===== config.mk =====
export PLATFORM = sky130hd
export DESIGN_NAME = dpr_mode_ctrl
export DESIGN_NICKNAME = d
export VERILOG_FILES = /design/src/dpr_pkg.sv /design/src/dpr_sync2.sv /design/src/dpr_buf2.sv /design/src/dpr_mode_ctrl.sv
export VERILOG_INCLUDE_DIRS = /design/src
export SDC_FILE = /design/constraint.sdc
export NUM_CORES = 1
export LEC_CHECK = 0
export ABC_AREA = 1
export BUFFER_PORTS_ARGS = -buffer_cell sky130_fd_sc_hd__buf_4
export CAP_MARGIN = 20
export CORE_ASPECT_RATIO = 1.5
export CORE_MARGIN = 2
export CORE_UTILIZATION = 57
export CTS_BUF_LIST = sky130_fd_sc_hd__clkbuf_8
export CTS_CLUSTER_SIZE = 30
export DETAILED_ROUTE_END_ITERATION = 10
export GPL_ROUTABILITY_DRIVEN = 0
export PLACE_DENSITY = 0.81
export SLEW_MARGIN = 20
export SYNTH_ARGS = -nofsm -noshare
export SYNTH_HDL_FRONTEND = slang
export SYNTH_SLANG_ARGS = --single-unit

===== constraint.sdc =====
create_clock -name core_clk -period 2.9 [get_ports core_clk]
set_clock_uncertainty 0.1 [all_clocks]
set_input_delay 0.58 -clock core_clk [delete_from_list [all_inputs] [get_ports core_clk]]
set_output_delay 0.58 -clock core_clk [all_outputs]
set_load 0.01 [all_outputs]

===== src/dpr_map.svh =====
// constants for the d-phy re-timer mode control
//
// Behaviour
// - forward one to four data lanes plus clock
// - eq strap latched at reset release
// - equalizer override replaces strapped value
// - edge-rate strap latched at reset release
// - hs edge-rate override replaces strapped value
// - lp edge time from swing/preemph straps, overridable
// - two pre-emphasis levels, strapped, overridable
// - swing and emphasis from nine strap combinations
// - continuous de-skew, retimed data centred in clock
// - de-skew only in hs, four ui latency
// - reset low drives all outputs to lp00
// - lane inputs ignored while in shutdown
// - reset release enters lp pass-through
// - lp mode passes lp, terminations off
// - reverse lp traffic only on lane zero
// - watch for ulps; ulps stops hs logic
// - ulps entered only from lp mode
// - hs request enters hs, terminations, de-skew
// - hs exit returns to lp at once
// - overrides accepted only out of reset
// - eq and edge straps become serial pins
`ifndef DPR_MAP_SVH
`define DPR_MAP_SVH

// three-level strap codes
`define DPR_LVL_LOW 2'h0
`define DPR_LVL_MID 2'h1
`define DPR_LVL_HIGH 2'h2

// lp line states {p,n}
`define DPR_LP00 2'h0
`define DPR_LP01 2'h1
`define DPR_LP10 2'h2
`define DPR_LP11 2'h3

// lp edge time codes: 18, 21, 27 ns
`define DPR_LPE_18NS 2'h0
`define DPR_LPE_21NS 2'h1
`define DPR_LPE_27NS 2'h2

// lp sequences, oldest state in the top bits
`define DPR_SEQ_HS_REQ 6'h34
`define DPR_SEQ_ESCAPE 10'h384
`define DPR_SEQ_TURN 10'h388

// de-skew latency in unit intervals (two link clock periods)
`define DPR_DESKEW_UI 4
`define DPR_CTR_DLY 2

`endif


===== src/dpr_pkg.sv =====
// types of the d-phy re-timer mode control
package dpr_pkg;

	typedef enum logic [1:0] {
		DPR_SHUT = 2'b00,
		DPR_LP = 2'b01,
		DPR_ULPS = 2'b10,
		DPR_HS = 2'b11
	} dpr_mode_t;

	typedef struct packed {
		logic rx_equalizer_setting_we;
		logic [1:0] rx_equalizer_setting;
		logic hs_edge_rate_setting_we;
		logic [1:0] hs_edge_rate_setting;
		logic lp_edge_rate_setting_we;
		logic [1:0] lp_edge_rate_setting;
		logic pre_we;
		logic pre;
	} dpr_ovr_t;

	typedef struct packed {
		logic [1:0] rx_eq;
		logic [1:0] hs_edge;
		logic [1:0] lp_edge;
		logic swing_220;
		logic preemph;
	} dpr_cfg_t;

endpackage : dpr_pkg


===== src/dpr_sync2.sv =====
// two-flop synchroniser for pin inputs
`timescale 1ns/1ns
module dpr_sync2 #(
	parameter int W = 1
) (
	input wire logic core_clk,
	input wire logic [W-1:0] d,
	output logic [W-1:0] q
);
	logic [W-1:0] meta_r;

	// no reset: the straps must track the pins while reset is held
	always_ff @(posedge core_clk) begin
		meta_r <= d;
		q <= meta_r;
	end
endmodule : dpr_sync2


===== src/dpr_buf2.sv =====
// small flop fifo with valid/ready on both sides
`timescale 1ns/1ns
module dpr_buf2 #(
	parameter int W = 4,
	parameter int DEPTH = 2
) (
	input wire logic core_clk,
	input wire logic resetn,
	input wire logic flush,
	input wire logic in_valid,
	output logic in_ready,
	input wire logic [W-1:0] in_data,
	output logic out_valid,
	input wire logic out_ready,
	output logic [W-1:0] out_data
);
	localparam int AW = $clog2(DEPTH);

	// pointers wrap by overflow, so only powers of two are served
	if (DEPTH < 2 || (DEPTH & (DEPTH - 1)) != 0) begin : g_bad_depth
		$error("dpr_buf2: DEPTH must be a power of two, at least 2");
	end

	logic [W-1:0] mem_r [DEPTH];
	logic [AW-1:0] wp_r;
	logic [AW-1:0] rp_r;
	logic [AW:0] cnt_r;
	wire push = in_valid && in_ready;
	wire pop = out_valid && out_ready;

	assign in_ready = (cnt_r != (AW+1)'(DEPTH)) || pop;
	assign out_valid = (cnt_r != '0);
	assign out_data = mem_r[rp_r];

	always_ff @(posedge core_clk) begin
		if (push) begin
			mem_r[wp_r] <= in_data;
		end
	end

	always_ff @(posedge core_clk) begin
		if (!resetn || flush) begin
			wp_r <= '0;
			rp_r <= '0;
			cnt_r <= '0;
		end else begin
			wp_r <= wp_r + AW'(push);
			rp_r <= rp_r + AW'(pop);
			cnt_r <= cnt_r + (AW+1)'(push) - (AW+1)'(pop);
		end
	end
endmodule : dpr_buf2


===== src/dpr_mode_ctrl.sv =====
// mode control, strap handling and hs retiming of the re-timer
`timescale 1ns/1ns
`include "dpr_map.svh"
module dpr_mode_ctrl #(
	parameter int NLANES = 4,
	parameter int CTR_DLY = `DPR_CTR_DLY
) (
	input wire logic core_clk,
	input wire logic resetn,
	input wire logic [NLANES-1:0][1:0] input_data_lanes_lp,
	input wire logic [NLANES-1:0] input_data_lanes_hs,
	input wire logic [1:0] input_clock_lane_lp,
	input wire logic input_clock_lane_hs,
	output logic [NLANES-1:0][1:0] output_data_lanes_lp,
	output logic [NLANES-1:0] output_data_lanes_hs,
	output logic output_data_lanes_hs_valid,
	output logic [1:0] output_clock_lane_lp,
	output logic output_clock_lane_hs,
	input wire logic hs_sink_ready,
	output logic hs_overrun,
	output logic [1:0] input_lane_zero_drv,
	output logic input_lane_zero_oe_n,
	input wire logic [1:0] output_lane_zero_rx,
	output logic output_lane_zero_oe_n,
	input wire logic [1:0] eq_strap_serial_clock,
	input wire logic [1:0] edge_rate_strap_serial_data,
	input wire logic [1:0] swing_strap,
	input wire logic [1:0] preemph_strap,
	input wire dpr_pkg::dpr_ovr_t ovr,
	output dpr_pkg::dpr_cfg_t cfg,
	output dpr_pkg::dpr_mode_t mode,
	output logic reverse_active,
	output logic hs_rx_term_en,
	output logic hs_tx_term_en,
	output logic deskew_en,
	output logic hs_logic_en
);
	import dpr_pkg::*;

	localparam int PD = `DPR_DESKEW_UI - 1;
	localparam int SW = 3 * NLANES + 13;

	// refuse sizes that the lane packing and clock delay cannot serve
	if (NLANES < 1 || NLANES > 4) begin : g_bad_lanes
		$error("dpr_mode_ctrl: NLANES must be 1 to 4");
	end
	if (CTR_DLY < 1) begin : g_bad_dly
		$error("dpr_mode_ctrl: CTR_DLY must be at least 1");
	end

	// every pin input crosses two flops before use
	logic [SW-1:0] sync_q;
	dpr_sync2 #(.W(SW)) u_sync (
		.core_clk(core_clk),
		.d({input_data_lanes_lp, input_data_lanes_hs, input_clock_lane_lp,
			input_clock_lane_hs, output_lane_zero_rx, eq_strap_serial_clock,
			edge_rate_strap_serial_data, swing_strap, preemph_strap}),
		.q(sync_q)
	);

	wire [NLANES-1:0][1:0] in_lp_s = sync_q[SW-1 -: 2*NLANES];
	wire [NLANES-1:0] in_hs_s = sync_q[NLANES+12 -: NLANES];
	wire [1:0] clk_lp_s = sync_q[12:11];
	wire clk_hs_s = sync_q[10];
	wire [1:0] rev_lp_s = sync_q[9:8];
	wire [1:0] eq_s = sync_q[7:6];
	wire [1:0] erc_s = sync_q[5:4];
	wire [1:0] swing_s = sync_q[3:2];
	wire [1:0] pre_s = sync_q[1:0];
	wire [1:0] lane0_s = in_lp_s[0];

	// straps and overrides
	logic [1:0] eq_strap_r, erc_strap_r, swing_strap_r, pre_strap_r;
	logic rx_equalizer_setting_ov_r, erc_ov_r, lpe_ov_r, pre_ov_r;
	logic [1:0] rx_equalizer_setting_val_r, erc_val_r, lpe_val_r;
	logic pre_val_r;
	dpr_cfg_t cfg_r;

	// straps track the pins during reset and freeze at the release;
	// afterwards eq/edge pins serve the serial interface and are ignored here
	always_ff @(posedge core_clk) begin
		if (!resetn) begin
			eq_strap_r <= eq_s;
			erc_strap_r <= erc_s;
			swing_strap_r <= swing_s;
			pre_strap_r <= pre_s;
		end
	end

	// overrides only land out of reset and stay until the next reset
	always_ff @(posedge core_clk) begin
		if (!resetn) begin
			rx_equalizer_setting_ov_r <= 1'b0;
			erc_ov_r <= 1'b0;
			lpe_ov_r <= 1'b0;
			pre_ov_r <= 1'b0;
			rx_equalizer_setting_val_r <= `DPR_LVL_LOW;
			erc_val_r <= `DPR_LVL_LOW;
			lpe_val_r <= `DPR_LPE_18NS;
			pre_val_r <= 1'b0;
		end else begin
			if (ovr.rx_equalizer_setting_we) begin
				rx_equalizer_setting_ov_r <= 1'b1;
				rx_equalizer_setting_val_r <= ovr.rx_equalizer_setting;
			end
			if (ovr.hs_edge_rate_setting_we) begin
				erc_ov_r <= 1'b1;
				erc_val_r <= ovr.hs_edge_rate_setting;
			end
			if (ovr.lp_edge_rate_setting_we) begin
				lpe_ov_r <= 1'b1;
				lpe_val_r <= ovr.lp_edge_rate_setting;
			end
			if (ovr.pre_we) begin
				pre_ov_r <= 1'b1;
				pre_val_r <= ovr.pre;
			end
		end
	end

	wire sw_low = (swing_strap_r == `DPR_LVL_LOW);
	wire sw_mid = (swing_strap_r == `DPR_LVL_MID);
	// unused pad code 3 counts as high
	wire sw_high = swing_strap_r[1];
	wire pe_low = (pre_strap_r == `DPR_LVL_LOW);
	wire pe_high = (pre_strap_r == `DPR_LVL_HIGH);
	// nine-combination table folded into terms
	wire strap_220 = sw_high || (sw_low && pe_high);
	wire strap_pre = pe_high;
	wire [1:0] strap_lpe = (pe_low && !sw_mid) ? `DPR_LPE_18NS :
		((pe_low && sw_mid) || (!pe_low && sw_low)) ? `DPR_LPE_27NS : `DPR_LPE_21NS;
	dpr_cfg_t cfg_nxt;
	assign cfg_nxt = '{
		rx_eq: rx_equalizer_setting_ov_r ? rx_equalizer_setting_val_r : eq_strap_r,
		hs_edge: erc_ov_r ? erc_val_r : erc_strap_r,
		lp_edge: lpe_ov_r ? lpe_val_r : strap_lpe,
		swing_220: strap_220,
		preemph: pre_ov_r ? pre_val_r : strap_pre
	};

	always_ff @(posedge core_clk) begin
		cfg_r <= cfg_nxt;
	end

	// lp sequence watchers on lane 0, forward and reverse
	logic [9:0] fwd_hist_r, rev_hist_r;
	wire fwd_chg = (lane0_s != fwd_hist_r[1:0]);
	wire rev_chg = (rev_lp_s != rev_hist_r[1:0]);
	wire [9:0] fwd_hist_nxt = {fwd_hist_r[7:0], lane0_s};
	wire [9:0] rev_hist_nxt = {rev_hist_r[7:0], rev_lp_s};
	wire hs_req_hit = fwd_chg && (fwd_hist_nxt[5:0] == `DPR_SEQ_HS_REQ);
	wire esc_hit = fwd_chg && (fwd_hist_nxt == `DPR_SEQ_ESCAPE);
	wire turn_hit = fwd_chg && (fwd_hist_nxt == `DPR_SEQ_TURN);
	wire turn_back = rev_chg && (rev_hist_nxt == `DPR_SEQ_TURN);

	dpr_mode_t mode_r, mode_nxt;
	logic rev_r;

	// lp watching is halted in shutdown, so input activity is lost
	always_ff @(posedge core_clk) begin
		if (!resetn) begin
			fwd_hist_r <= {5{`DPR_LP11}};
			rev_hist_r <= {5{`DPR_LP11}};
		end else begin
			if (fwd_chg) begin
				fwd_hist_r <= fwd_hist_nxt;
			end
			if (rev_chg) begin
				rev_hist_r <= rev_hist_nxt;
			end
		end
	end

	always_comb begin
		mode_nxt = mode_r;
		case (mode_r)
			DPR_SHUT: mode_nxt = DPR_LP;
			DPR_LP: begin
				if (rev_r) begin
					mode_nxt = DPR_LP;
				end else if (hs_req_hit) begin
					mode_nxt = DPR_HS;
				end else if (esc_hit) begin
					mode_nxt = DPR_ULPS;
				end
			end
			DPR_HS: begin
				if (lane0_s == `DPR_LP11) begin
					mode_nxt = DPR_LP;
				end
			end
			DPR_ULPS: begin
				if (lane0_s == `DPR_LP11) begin
					mode_nxt = DPR_LP;
				end
			end
			default: mode_nxt = DPR_SHUT;
		endcase
	end

	// turnaround only from lp; lane 0 is the only reverse lane
	wire rev_nxt = (mode_r == DPR_LP) && (rev_r ? !turn_back : turn_hit);
	wire hs_nxt = (mode_nxt == DPR_HS);
	wire leave_hs = (mode_r == DPR_HS) && !hs_nxt;

	always_ff @(posedge core_clk) begin
		if (!resetn) begin
			mode_r <= DPR_SHUT;
			rev_r <= 1'b0;
			hs_rx_term_en <= 1'b0;
			hs_tx_term_en <= 1'b0;
			deskew_en <= 1'b0;
			hs_logic_en <= 1'b0;
		end else begin
			mode_r <= mode_nxt;
			rev_r <= rev_nxt;
			hs_rx_term_en <= hs_nxt;
			hs_tx_term_en <= hs_nxt;
			deskew_en <= hs_nxt;
			hs_logic_en <= (mode_nxt != DPR_ULPS);
		end
	end

	// lp pass-through; hs and shutdown show lp00 on the lp drivers
	wire lp_pass = (mode_nxt == DPR_LP) || (mode_nxt == DPR_ULPS);
	logic [NLANES-1:0][1:0] out_lp_r;
	logic [1:0] clk_lp_r;
	logic [1:0] in0_drv_r;
	logic in0_oe_n_r, out0_oe_n_r;

	always_ff @(posedge core_clk) begin
		if (!resetn) begin
			out_lp_r <= '0;
			clk_lp_r <= `DPR_LP00;
			in0_drv_r <= `DPR_LP00;
			in0_oe_n_r <= 1'b1;
			out0_oe_n_r <= 1'b0;
		end else begin
			out_lp_r <= lp_pass ? in_lp_s : '0;
			clk_lp_r <= lp_pass ? clk_lp_s : `DPR_LP00;
			in0_drv_r <= rev_lp_s;
			in0_oe_n_r <= !rev_nxt;
			out0_oe_n_r <= rev_nxt;
		end
	end

	// hs retiming: each edge of the sampled link clock carries one ui
	logic clk_d_r;
	logic [CTR_DLY-1:0] cdl_r;
	logic clk_out_r;
	wire link_edge = (clk_hs_s != clk_d_r);
	wire hs_on = (mode_r == DPR_HS) && hs_nxt;

	logic [PD-1:0][NLANES-1:0] pipe_r;
	logic [PD-1:0] pv_r;
	wire buf_in_ready;
	wire buf_out_valid;
	wire [NLANES-1:0] buf_out_data;
	wire shift = link_edge && hs_on && buf_in_ready;
	wire push = shift && pv_r[PD-1];
	wire pop = link_edge && hs_on && hs_sink_ready && buf_out_valid;

	// a full buffer freezes the pipe; the source cannot be held off,
	// so a word arriving then is dropped and flagged
	dpr_buf2 #(.W(NLANES), .DEPTH(2)) u_buf (
		.core_clk(core_clk),
		.resetn(resetn),
		.flush(leave_hs),
		.in_valid(push),
		.in_ready(buf_in_ready),
		.in_data(pipe_r[PD-1]),
		.out_valid(buf_out_valid),
		.out_ready(pop),
		.out_data(buf_out_data)
	);

	logic [NLANES-1:0] out_hs_r;
	logic out_hs_v_r;
	logic overrun_r;

	always_ff @(posedge core_clk) begin
		if (!resetn) begin
			clk_d_r <= 1'b0;
			cdl_r <= '0;
			clk_out_r <= 1'b0;
		end else begin
			clk_d_r <= clk_hs_s;
			cdl_r <= CTR_DLY'({cdl_r, hs_on ? clk_hs_s : 1'b0});
			clk_out_r <= cdl_r[CTR_DLY-1];
		end
	end

	always_ff @(posedge core_clk) begin
		if (!resetn || leave_hs) begin
			pv_r <= '0;
			pipe_r <= '0;
			out_hs_r <= '0;
			out_hs_v_r <= 1'b0;
		end else begin
			if (shift) begin
				pipe_r <= (PD*NLANES)'({pipe_r, in_hs_s});
				pv_r <= PD'({pv_r, 1'b1});
			end
			if (pop) begin
				out_hs_r <= buf_out_data;
			end
			out_hs_v_r <= pop;
		end
	end

	always_ff @(posedge core_clk) begin
		if (!resetn || (mode_r != DPR_HS && hs_nxt)) begin
			overrun_r <= 1'b0;
		end else if (link_edge && hs_on && !buf_in_ready) begin
			overrun_r <= 1'b1;
		end
	end

	assign output_data_lanes_lp = out_lp_r;
	assign output_data_lanes_hs = out_hs_r;
	assign output_data_lanes_hs_valid = out_hs_v_r;
	assign output_clock_lane_lp = clk_lp_r;
	assign output_clock_lane_hs = clk_out_r;
	assign hs_overrun = overrun_r;
	assign input_lane_zero_drv = in0_drv_r;
	assign input_lane_zero_oe_n = in0_oe_n_r;
	assign output_lane_zero_oe_n = out0_oe_n_r;
	assign cfg = cfg_r;
	assign mode = mode_r;
	assign reverse_active = rev_r;
endmodule : dpr_mode_ctrl


* Word-level counts from Yosys, hierarchy flattened
Memory sizes are Yosys's and may differ from the RTL's. A register that Yosys moved wholly into a read port is not among the register bits.
Index checks and enable logic that the tools add are counted.
** Storage, ports and cells
- Bits of input ports :: 39
- ROM bits :: 0
- Bits in latches :: 0
- Memories :: 1
- RAM bits :: 8
- Bits in registers :: 136
** Memory list
- u_buf.mem_r :: words 2, width 4, read ports 1, clocked after memory_dff 1, wr ports 1, RTL line dpr_buf2.sv:24 : logic [W-1:0] mem_r [DEPTH];
** Cells by class
- Shift-type cells :: 0
- Eq/ne operators :: 19
- Multiply operators :: 0
- Mux-type cells :: 14
- Reductions and logical operators :: 40
- Div/mod/pow operators :: 0
- Add/subtract/negate cells :: 4
- $lt $le $gt $ge :: 0
- Bitwise operators :: 0
** Operators with widths (count)
- == test 10 bit (second input constant) :: 3
- logical AND 1 bit :: 20
- two-way mux 2 bit :: 9
- == test 2 bit (second input constant) :: 6
- logical NOT 1 bit :: 7
- == test 2 x 1 -> 1 bit (second input constant) :: 3
- == test 6 bit (second input constant) :: 1
- logical NOT 2 bit :: 3
- logical OR 1 bit :: 6
- != test 2 bit (second input constant) :: 3
- one-hot mux 2 bit (3 select lines) :: 1
- two-way mux 1 bit :: 4
- != test 2 bit :: 2
- AND reduction 2 bit :: 2
- adder 1 bit :: 2
- adder 2 x 1 -> 2 bit :: 1
- nonzero test 2 bit :: 1
- OR reduction 2 bit :: 1
- subtractor 2 x 1 -> 2 bit :: 1
- != test 1 bit :: 1

* Depth between registers and ports, before layout
Gate-level depths: netlist of the first run.
- Depth in word-level cells :: 18
- Gate-level depth with buffers :: 20
- Depth with buffers taken out :: 20

* Modules after synthesis
A second synthesis of the first run with hierarchy kept.
** Second synthesis, totals
- Cell total of the unflattened synthesis :: 453
- Area total of the unflattened synthesis :: 4599.4 sq um
** By module, submodules not included
- dpr_mode_ctrl :: area each 3090.5 sq um, cells each 359, times used 1
- dpr_sync2 :: area each 1001.0 sq um, cells each 50, times used 1
- dpr_buf2 :: area each 508.0 sq um, cells each 44, times used 1

* Worst setup path before layout of the first run
Ideal clock, no wire load.
- Path kind :: register to register
- Start point :: register fwd_hist_r[3]
- End point :: register u_buf.cnt_r[1]
- Data required time :: 2.730 ns
- Data arrival time :: 2.516 ns
- Slack :: 0.213 ns
- Buffers on the path :: 0
- Stages on the path, launching flop included :: 19
- Period minus slack after synthesis :: 2.687 ns
- Cells stage by stage :: dfxtp_1 or2_2 nor2_1 nand3_1 nand2_1 nand2_1 nand2_1 ha_1 inv_1 nor2_2 inv_2 nor2_4 nand3_2 clkinv_2 ha_1 inv_1 ha_1 or2_2 a21oi_1
** Between the ends
- Cells in the longest elaborated chain, start to end :: 18
- Elaborated cells between the ends (all ways) :: 23
** Ends and longest elaborated chain
- from (decl) :: RTL line dpr_mode_ctrl.sv:146 : logic [9:0] fwd_hist_r, rev_hist_r;
- from (signal assigned) :: RTL line dpr_mode_ctrl.sv:162 : fwd_hist_r <= {5{`DPR_LP11}};
- from (signal assigned) :: RTL line dpr_mode_ctrl.sv:166 : fwd_hist_r <= fwd_hist_nxt;
- == test 10 bit (no line)
- logical AND 1 bit :: RTL line dpr_mode_ctrl.sv:152 : wire esc_hit = fwd_chg && (fwd_hist_nxt == `DPR_SEQ_ESCAPE);
- two-way mux 2 bit :: RTL line dpr_mode_ctrl.sv:183 : end else if (esc_hit) begin
- two-way mux 2 bit (*) :: RTL line dpr_mode_ctrl.sv:181 : end else if (hs_req_hit) begin
- two-way mux 2 bit (*) :: RTL line dpr_mode_ctrl.sv:179 : if (rev_r) begin
- one-hot mux 2 bit (3 select lines) (*) :: RTL line dpr_mode_ctrl.sv:176 : case (mode_r)
- net mode_nxt[1] :: RTL line dpr_mode_ctrl.sv:156 : dpr_mode_t mode_r, mode_nxt;
- == test 2 bit (*) :: RTL line dpr_mode_ctrl.sv:203 : wire hs_nxt = (mode_nxt == DPR_HS);
- net hs_nxt :: RTL line dpr_mode_ctrl.sv:203
- (+4 left out)
- net pop :: RTL line dpr_mode_ctrl.sv:261 : wire pop = link_edge && hs_on && hs_sink_ready && buf_out_valid;
- logical AND 1 bit (*) :: RTL line dpr_buf2.sv:29 : wire pop = out_valid && out_ready;
- logical OR 1 bit :: RTL line dpr_buf2.sv:31 : assign in_ready = (cnt_r != (AW+1)'(DEPTH)) || pop;
- logical AND 1 bit :: RTL line dpr_mode_ctrl.sv:259 : wire shift = link_edge && hs_on && buf_in_ready;
- logical AND 1 bit :: RTL line dpr_mode_ctrl.sv:260 : wire push = shift && pv_r[PD-1];
- logical AND 1 bit :: RTL line dpr_buf2.sv:28 : wire push = in_valid && in_ready;
- adder 2 x 1 -> 2 bit :: RTL line dpr_buf2.sv:49 : cnt_r <= cnt_r + (AW+1)'(push) - (AW+1)'(pop);
- subtractor 2 x 1 -> 2 bit (*) :: RTL line dpr_buf2.sv:49
- to (signal assigned) :: RTL line dpr_buf2.sv:49
- to (decl) :: RTL line dpr_buf2.sv:27 : logic [AW:0] cnt_r;
The timed path passes the listed nets; every way through them passes the cells marked *.
A chain may end at the register's enable or synchronous reset.

* Worst setup path after layout of the first run
- Start point :: register fwd_hist_r[0]
- End point :: register u_buf.cnt_r[1]
** Between the ends
- Cells in the longest elaborated chain, start to end :: 18
- Elaborated cells between the ends (all ways) :: 24
** Ends and longest elaborated chain (RTL line)
- == test 10 bit (no line) / != test 2 bit (equally long branches)
- logical AND 1 bit :: dpr_mode_ctrl.sv:152
- two-way mux 2 bit :: dpr_mode_ctrl.sv:183
- two-way mux 2 bit (*) :: dpr_mode_ctrl.sv:181
- two-way mux 2 bit (*) :: dpr_mode_ctrl.sv:179
- one-hot mux 2 bit (3 select lines) (*) :: dpr_mode_ctrl.sv:176
- net mode_nxt[0] :: dpr_mode_ctrl.sv:156
- == test 2 bit (*) :: dpr_mode_ctrl.sv:203
- net hs_nxt :: dpr_mode_ctrl.sv:203
- (+4 left out)
- net pop :: dpr_mode_ctrl.sv:261
- logical AND 1 bit (*) :: dpr_buf2.sv:29
- logical OR 1 bit :: dpr_buf2.sv:31
- logical AND 1 bit :: dpr_mode_ctrl.sv:259
- logical AND 1 bit :: dpr_mode_ctrl.sv:260
- logical AND 1 bit :: dpr_buf2.sv:28
- adder 2 x 1 -> 2 bit :: dpr_buf2.sv:49
- subtractor 2 x 1 -> 2 bit (*) :: dpr_buf2.sv:49
Marked as above.

==> results.md, run 1 <==
Route:
- The detailed-route via count is 3053.
- In the routed design, unresolved DRC markers number 0.
- The detailed router's first-iteration violation count is 78.
- The detailed-router iteration count before antenna repair is 4.
- The final wirelength is 7.39 mm.
- The detailed-route wire length per cell is 11.3 µm.
- The number of antenna-violating nets in the routed design is 0.
- After detailed routing, the number of vias per cell comes to 4.67.

Finish:
- Leaving out fill and tap cells, the most frequent cells in the layout are sky130_fd_sc_hd__dfxtp_1, sky130_fd_sc_hd__nand2_1, sky130_fd_sc_hd__buf_4, sky130_fd_sc_hd__nor2_1, sky130_fd_sc_hd__inv_1.
- The antenna diode instance count is 0.
- The final layout contains 584 nets.
- The most common cell after layout, fill and taps aside is sky130_fd_sc_hd__dfxtp_1.
- The finished cells cover 5620 µm².
- The post-route netlist has 23.2% of its cells at a drive strength greater than 1.
- The area growth from synthesis to final layout is 24.3%.

Die:
- The floorplan die width is 76.7 µm.
- After floorplanning, the core was divided into 39 placement rows.
- 75 I/O pins were placed.
- After floorplanning, the core was sized to cover 7660 µm².
- The die boundary height is 113 µm.
- The initial utilization of the core area, before any placement, comes to 59.0%.
- The die covers 8670 µm².

Timing:
- The period utilization is 93.2%.
- Derived from the worst setup path, the maximum achievable clock frequency is 370 MHz.
- The aggregate negative setup slack is 0 ns.
- Setup violations remaining at the end of the flow were counted as 0.
- For the pin with the worst max-slew slack, the measured transition is 0.706 ns.
- The minimum period implied by the final worst setup slack is 2.70 ns.
- Setup repair after global routing left no endpoint under its margin.
- The final count of hold timing violations came to 0.
- Measured against its own limit, the worst slew margin works out to 52.9%.
- The final max-slew violation count was 0.

Clock network:
- At the later pin of the worst-skew pair, clock insertion delay measures 0.43 ns.
- The number of clock buffers inserted by TritonCTS is 17.
- Clock tree synthesis selected as its root buffer the cell sky130_fd_sc_hd__clkbuf_8.
- The clock passes through at most 2 buffers.
- The clock tree from TritonCTS is built.
- The clock net in this run drives a total of 148 sinks.
- Buffers inserted to repair hold after CTS numbered 0.
- After clock tree synthesis, the clock-pin slew on the worst setup and hold paths is 0.08 ns.
- The number of levels in the clock H-tree is 4.

GRT:
- The maximum number of pins on one net before global-route repair is 30.
- The number of global-route vias before repair came to 2916.
- The first global-routing pass estimated 12.2 mm of wire.
- For this run the aggregate overflow at the end of global routing stands at 0.
- Global routing used 18.3% of the available tracks.
- The initial antenna violation count is 0.

Synth:
- The number of instances in the synthesized netlist is 452.
- Synthesis inferred 148 register bits.
- The number of different library cells in the post-synthesis netlist is 30.
- Yosys printed 0 warnings.
- The mean cell area of the mapped netlist is 10.0 µm².
- Of the synthesized area, sequential elements account for 69.1%.
- The mapped cell area is 4520 µm².
- The number of nets handed over by synthesis was 497.

Job:
- The max-capacitance violation count is 0.

Setup path:
- The kind of launch point of the worst setup path is a flop.
- In this run the worst path has a maximum fanout of 6.
- Data on the critical path is required at its endpoint by 3.17 ns.
- The critical path is of the flop to flop type.
- STA puts the critical path data arrival time at 2.97 ns.
- The worst setup path is captured at a flop.

Power and ir drop:
- IR analysis of the VDD net gives a maximum drop of 0.000587 V.
- Summed over all cells, the static leakage comes to 2.62 nW.
- Dividing total power by cell area gives a power density of 723 nW/µm².

Placement:
- During placement, the flow inserted port buffers numbering 74.
- Once detailed placement completed, the half-perimeter wirelength came to 5.09 mm.
- After detailed placement, the total cell area comes to 5160 µm².

Min path:
- The type of the tightest min-delay check is input port to flop.

Outcome:
- The flow ran to the end, and the final reports show no timing, DRC or antenna violations.
layer usage:
metal / vias to the layer above / part of all wire (%) / global-route usage [%]
li1: 1587 / - / -
met1: 1370 / 40 / 18.2
met2: 81 / 52 / 32.0
met3: 15 / 6.0 / 8.21
met4: 0 / 1.9 / 9.58
met5: - / 0 / 0
where the power goes:
group          total (mW)  internal (mW)  switching [mW]
clock network        1.66          0.953           0.710
registers            2.20           2.16          0.0372
logic               0.203         0.0983           0.105
cell usage after synthesis:
cell type	count	share of area [%]
sky130_fd_sc_hd__nand4_1	3	0.42
sky130_fd_sc_hd__edfxtp_1	16	11
sky130_fd_sc_hd__clkbuf_1	5	0.42
sky130_fd_sc_hd__o21ai_4	1	0.36
sky130_fd_sc_hd__nand2_2	1	0.14
sky130_fd_sc_hd__inv_6	1	0.19
sky130_fd_sc_hd__a21oi_1	19	2.1
sky130_fd_sc_hd__ha_1	6	1.7
sky130_fd_sc_hd__inv_1	49	4.1
sky130_fd_sc_hd__o21ai_0	31	3.4
sky130_fd_sc_hd__or2_2	4	0.55
sky130_fd_sc_hd__inv_2	1	0.083
sky130_fd_sc_hd__o211ai_1	2	0.33
sky130_fd_sc_hd__xnor2_1	4	0.77
sky130_fd_sc_hd__dfxtp_1	132	58
sky130_fd_sc_hd__nor4_1	1	0.14
sky130_fd_sc_hd__nor2_4	1	0.25
sky130_fd_sc_hd__buf_4	3	0.50
sky130_fd_sc_hd__nand3_2	1	0.22
sky130_fd_sc_hd__buf_6	1	0.25
sky130_fd_sc_hd__nor3_1	5	0.55
sky130_fd_sc_hd__buf_2	1	0.11
sky130_fd_sc_hd__o21a_1	1	0.17
sky130_fd_sc_hd__nand2_1	81	6.7
sky130_fd_sc_hd__nand3b_1	1	0.17
sky130_fd_sc_hd__nor2_1	69	5.7
sky130_fd_sc_hd__nand3_1	9	1.0
sky130_fd_sc_hd__buf_8	1	0.33
sky130_fd_sc_hd__clkinv_2	1	0.11
sky130_fd_sc_hd__nor2_2	1	0.14
metrics by stage:
| stage | power (mW) | instances | utilization (%) | setup WS (ns) | hold WS, ns |
|---|---|---|---|---|---|
| final | 4.06 | 654 | 73.4 | 0.196 | 0.142 |
| after global routing | 4.24 | 654 | 73.4 | 0.000490 | 0.0999 |
| after CTS | 4.11 | 653 | 73.0 | 0.0635 | 0.109 |
| after detailed placement | 2.45 | 621 | 67.4 | 0.0665 | 0.212 |
| after global placement | 2.44 | 621 | 67.4 | 0.177 | 0.210 |
| after floorplan | 2.34 | 452 | - | 0.213 | 0.210 |
registers in the layout (all words and copies together) (netlist names), 3 cells and up:
| signal | flops |
|---|---|
| cfg | 8 |
| u_sync.meta_r | 25 |
| rev_hist_r | 8 |
| u_buf.mem_r | 8 |
| output_data_lanes_lp | 8 |
| pv_r | 3 |
| fwd_hist_r | 8 |
| u_sync.q | 25 |
| output_data_lanes_hs | 4 |
| pipe_r | 12 |
final timing paths:
check                         startpoint                 to  slack [ns]  cells past startpoint
setup / recovery           fwd_hist_r[0]     u_buf.cnt_r[1]        0.20                     19
hold / removal    input_data_lanes_lp[3]  u_sync.meta_r[20]        0.14                      1
setup reg to reg           fwd_hist_r[0]     u_buf.cnt_r[1]        0.20                     19
hold reg to reg        u_sync.meta_r[22]       u_sync.q[22]        0.23                      0
repair_timing:
action	4_1_cts	5_1_grt
setup endpoints to repair	0	10
gates resized for setup	0	6
setup buffers	0	1
cell families after synthesis:
family | count (synthesis) | synth area share [%]
flops | 148 | 69.1
fa+ha+maj | 6 | 1.66
xor+xnor | 4 | 0.775
simple gates | 177 | 16.0
compound gates | 54 | 6.39
buf+inv | 63 | 6.06
critical path, stage by stage, from the launching register on:
cell and delay (ns):
sky130_fd_sc_hd__dfxtp_1 0.38, sky130_fd_sc_hd__inv_1 0.07, sky130_fd_sc_hd__nor2_2 0.12, sky130_fd_sc_hd__nand2_1 0.06, sky130_fd_sc_hd__nor2_1 0.12, sky130_fd_sc_hd__nand4_1 0.10, sky130_fd_sc_hd__nand2_1 0.10, sky130_fd_sc_hd__nand2_1 0.08
sky130_fd_sc_hd__ha_2 0.19, sky130_fd_sc_hd__inv_1 0.06, sky130_fd_sc_hd__nor2_2 0.04, sky130_fd_sc_hd__inv_2 0.06, sky130_fd_sc_hd__nor2_4 0.04, sky130_fd_sc_hd__nand3_2 0.08, sky130_fd_sc_hd__clkinv_2 0.10, sky130_fd_sc_hd__ha_1 0.29
sky130_fd_sc_hd__inv_1 0.04, sky130_fd_sc_hd__ha_1 0.19, sky130_fd_sc_hd__or2_2 0.30, sky130_fd_sc_hd__a21oi_2 0.12
cell type report:
type | instances | area, µm²
Fill cell | 543 | 2040
Tap cell | 102 | 128
Sequential cell | 148 | 3120
Timing Repair Buffer | 79 | 593
Clock inverter | 14 | 185
Multi-Input combinational cell | 241 | 1140
Clock buffer | 18 | 248
Inverter | 52 | 201
Note: power is estimated with default switching activity, not from simulation.
==> inputs of run 2 (changes only) <==
--- a/config.mk
+++ b/config.mk
@@ -9,11 +9,10 @@
 export ABC_AREA = 1
 export BUFFER_PORTS_ARGS = -buffer_cell sky130_fd_sc_hd__buf_4
 export CAP_MARGIN = 20
-export CORE_ASPECT_RATIO = 1.5
 export CORE_MARGIN = 2
 export CORE_UTILIZATION = 57
 export CTS_BUF_LIST = sky130_fd_sc_hd__clkbuf_8
-export CTS_CLUSTER_SIZE = 30
+export CTS_CLUSTER_SIZE = 14
 export DETAILED_ROUTE_END_ITERATION = 10
 export GPL_ROUTABILITY_DRIVEN = 0
 export PLACE_DENSITY = 0.81
==> run 2 against run 1 <==
- design area decreased by 0.31%
- sequential power about the same
- die area decreased by 0.17%
- via count rose by 1.3%
- sequential share of layout area increased by 0.20 points
- global-route usage increased by 0.57 points
- clock power down 4%
- sequential cell count unchanged
- maximum frequency shrank 2.0%
- core utilization down 0.48 points
- worst hold slack improved by 0.0037 ns
- total power shrank 1.8%
==> results.md, run 2 (synthesized netlist as in run 1, its figures left out) <==
Die:
- The floorplan die width is 93.1 µm.
- For this configuration, the core starts out at a cell density of 58.8%.
- From bottom edge to top edge, the die measures 93.1 µm.
- The die covers 8660 µm².
- After floorplanning, the core was divided into 32 placement rows.
- The core area is 7690 µm².
- The number of ports placed on the die boundary is 75.

Clock network:
- The number of clock buffers inserted by TritonCTS is 17.
- TritonCTS built the clock tree.
- The longest clock path from root to sink contains 2 buffers.
- The number of hold buffers added after CTS is 0.
- The clock net sink count is 148.
- The cell sitting at the root of the clock tree is a sky130_fd_sc_hd__clkbuf_8.
- The post-CTS clock slew at the launch and capture registers of the worst setup and hold paths is 0.08 ns.
- In this run the number of H-tree levels came out at 4.
- The later pin in the worst-skew pair is clocked with a latency of 0.43 ns.

GRT:
- Global routing used 18.9% of the available tracks.
- Entering global routing, the biggest net connects 30 pins.
- The initial antenna violation count was 0.
- Global routing finished with a remaining overflow of 0.
- The first global-routing pass estimated 12.5 mm of wire.
- The number of global-route vias before repair is 2939.

Setup path:
- The worst setup path is of the flop to flop kind.
- The worst setup path is captured at a flop.
- The kind of launch point of the worst setup path is a flop.
- The data required time of the worst path is 3.16 ns.
- The maximum net fanout on the critical path is 6.
- The worst register-to-register path begins at fwd_hist_r[0].
- The arrival time of data at the critical path endpoint is 3.01 ns.
- The critical path starts at fwd_hist_r[0].

Finish:
- The library cells used most frequently in the layout, excluding fill and tap cells, are sky130_fd_sc_hd__dfxtp_1, sky130_fd_sc_hd__nand2_1, sky130_fd_sc_hd__buf_4, sky130_fd_sc_hd__nor2_1, sky130_fd_sc_hd__inv_1.
- The number of antenna diodes in the final layout is 0.
- After the last flow step, the layout net total stands at 584.
- From synthesis to final layout, the design area changed by 23.9%.
- The utilization of the core after routing is 72.9%.
- The largest registers in the layout are u_sync.meta_r (25), u_sync.q (25), pipe_r (12).
- The post-route netlist has 23.7% of its cells at a drive strength greater than 1.
- The most common cell after layout, fill and taps aside is sky130_fd_sc_hd__dfxtp_1.

Route:
- The routed via count divided by cell count is 4.73.
- The detailed-route via count is 3093.
- The count of nets left with antenna violations once routing finished came out at 0.
- The final wirelength is 7.57 mm.
- In the final routed layout, each cell accounts on average for 11.6 µm.
- The detailed router's first-iteration violation count is 103.
- The DRC violation count after routing is 0.
- For this run, the detailed router's first-pass iteration total came to 4.

Timing:
- The period utilization is 95.1%.
- The final max-slew violation count was 0.
- The final count of hold timing violations is 0.
- Setup violations remaining at the end of the flow were counted as 0.
- In this run the tightest slew margin relative to its limit is 53.7%.
- The minimum period implied by the final worst setup slack is 2.76 ns.
- The achievable frequency is 363 MHz.
- For the pin with the worst max-slew slack, the measured transition is 0.694 ns.
- The aggregate negative setup slack is 0 ns.

Placement:
- The detailed-placement wirelength estimate is 5.04 mm.
- The number of buffers added on ports is 74.

Power and ir drop:
- The switching power is 0.911 mW.
- The worst voltage drop across the vdd grid is 0.000443 V.
- The clock network is responsible for 39.8% of the overall power.
- Power spread over the standard cell area amounts to 713 nW/µm².
- The part of the total power dissipated in combinational logic is 5.1%.
- The total internal power is 3.08 mW.
- The reported leakage power is 2.61 nW.
- Sequential cells burn 55.1% of the power.
- Net switching is 22.8% of the power.

Min path:
- The type of the tightest min-delay check is input port to flop.
- The startpoint of the most critical hold path is input_data_lanes_lp[2].

Job:
- The max-capacitance violation count is 0.

Outcome:
- The flow ran to the end, and the final reports show no timing, DRC or antenna violations.
run 2: cell types whose count changed in the layout (fill, tap and decap cells not counted), moves of 2 or more:
cell / change
sky130_fd_sc_hd__clkinv_2: -5
sky130_fd_sc_hd__bufinv_16: -2
sky130_fd_sc_hd__clkinv_4: +2
sky130_fd_sc_hd__inv_6: +2
sky130_fd_sc_hd__nor2_1: -2
sky130_fd_sc_hd__nor2_2: +2
run 2: worst paths after layout:
check	slack, ns	cells after the start	end
worst min register to register	0.23	0	u_sync.q[3]
worst min-delay path	0.15	1	u_sync.meta_r[19]
worst max-delay path	0.14	19	u_buf.cnt_r[1]
worst max register to register	0.14	19	u_buf.cnt_r[1]
run 2: critical path, stage by stage, from the launching register on:
cell and delay (ns):
sky130_fd_sc_hd__dfxtp_2 0.36, sky130_fd_sc_hd__inv_1 0.06, sky130_fd_sc_hd__nor2_2 0.14, sky130_fd_sc_hd__nand2_1 0.10
sky130_fd_sc_hd__nor2_2 0.11, sky130_fd_sc_hd__nand4_1 0.10, sky130_fd_sc_hd__nand2_1 0.10, sky130_fd_sc_hd__nand2_1 0.09
sky130_fd_sc_hd__ha_2 0.19, sky130_fd_sc_hd__inv_1 0.06, sky130_fd_sc_hd__nor2_2 0.04, sky130_fd_sc_hd__inv_2 0.07
sky130_fd_sc_hd__nor2_4 0.04, sky130_fd_sc_hd__nand3_2 0.08, sky130_fd_sc_hd__clkinv_2 0.10, sky130_fd_sc_hd__ha_1 0.29
sky130_fd_sc_hd__inv_1 0.04, sky130_fd_sc_hd__ha_1 0.21, sky130_fd_sc_hd__or2_2 0.29, sky130_fd_sc_hd__a21oi_1 0.12
run 2: area by class of cell:
cell class              instances  area, µm²
flip-flops and latches        148       3120
fillers                       570       2080
multi-input cells             241       1150
repair buffers                 79        593
clock buffers                  19        262
inverters                      52        201
clock inverters                13        149
well taps                     102        128
run 2: power groups by stage:
stage          logic [mW]  registers [mW]  clock network (mW)
2_1_floorplan      0.0935            2.25                   0
3_3_place_gp        0.196            2.24                   0
3_5_place_dp        0.202            2.24                   0
4_1_cts             0.204            2.20                1.62
5_1_grt             0.231            2.21                1.71
6_report            0.205            2.20                1.59
run 2: metal layers:
layer	vias to the layer above	share of wire [%]	GRT usage, %
met2	72	49	31.0
met1	1420	43	21.1
met3	13	5.9	8.86
li1	1588	-	-
met5	-	0	0
met4	0	1.7	8.33
run 2: per-stage QoR:
step                power, mW  instance area (µm²)  hold WS, ns  setup slack, ns  cells
floorplan                2.34                 4520        0.210            0.213    452
global route             4.15                 5600        0.103          -0.0493    654
global placement         2.44                 5150        0.210            0.179    620
finish                   3.99                 5600        0.146            0.142    654
detailed placement       2.45                 5150        0.214           0.0979    620
CTS                      4.02                 5560        0.119           0.0392    652
run 2: repair_timing:
action / in CTS / in global routing
buffers inserted: 0 / 2
endpoints found under the setup margin: 0 / 11
gates resized for setup: 0 / 11
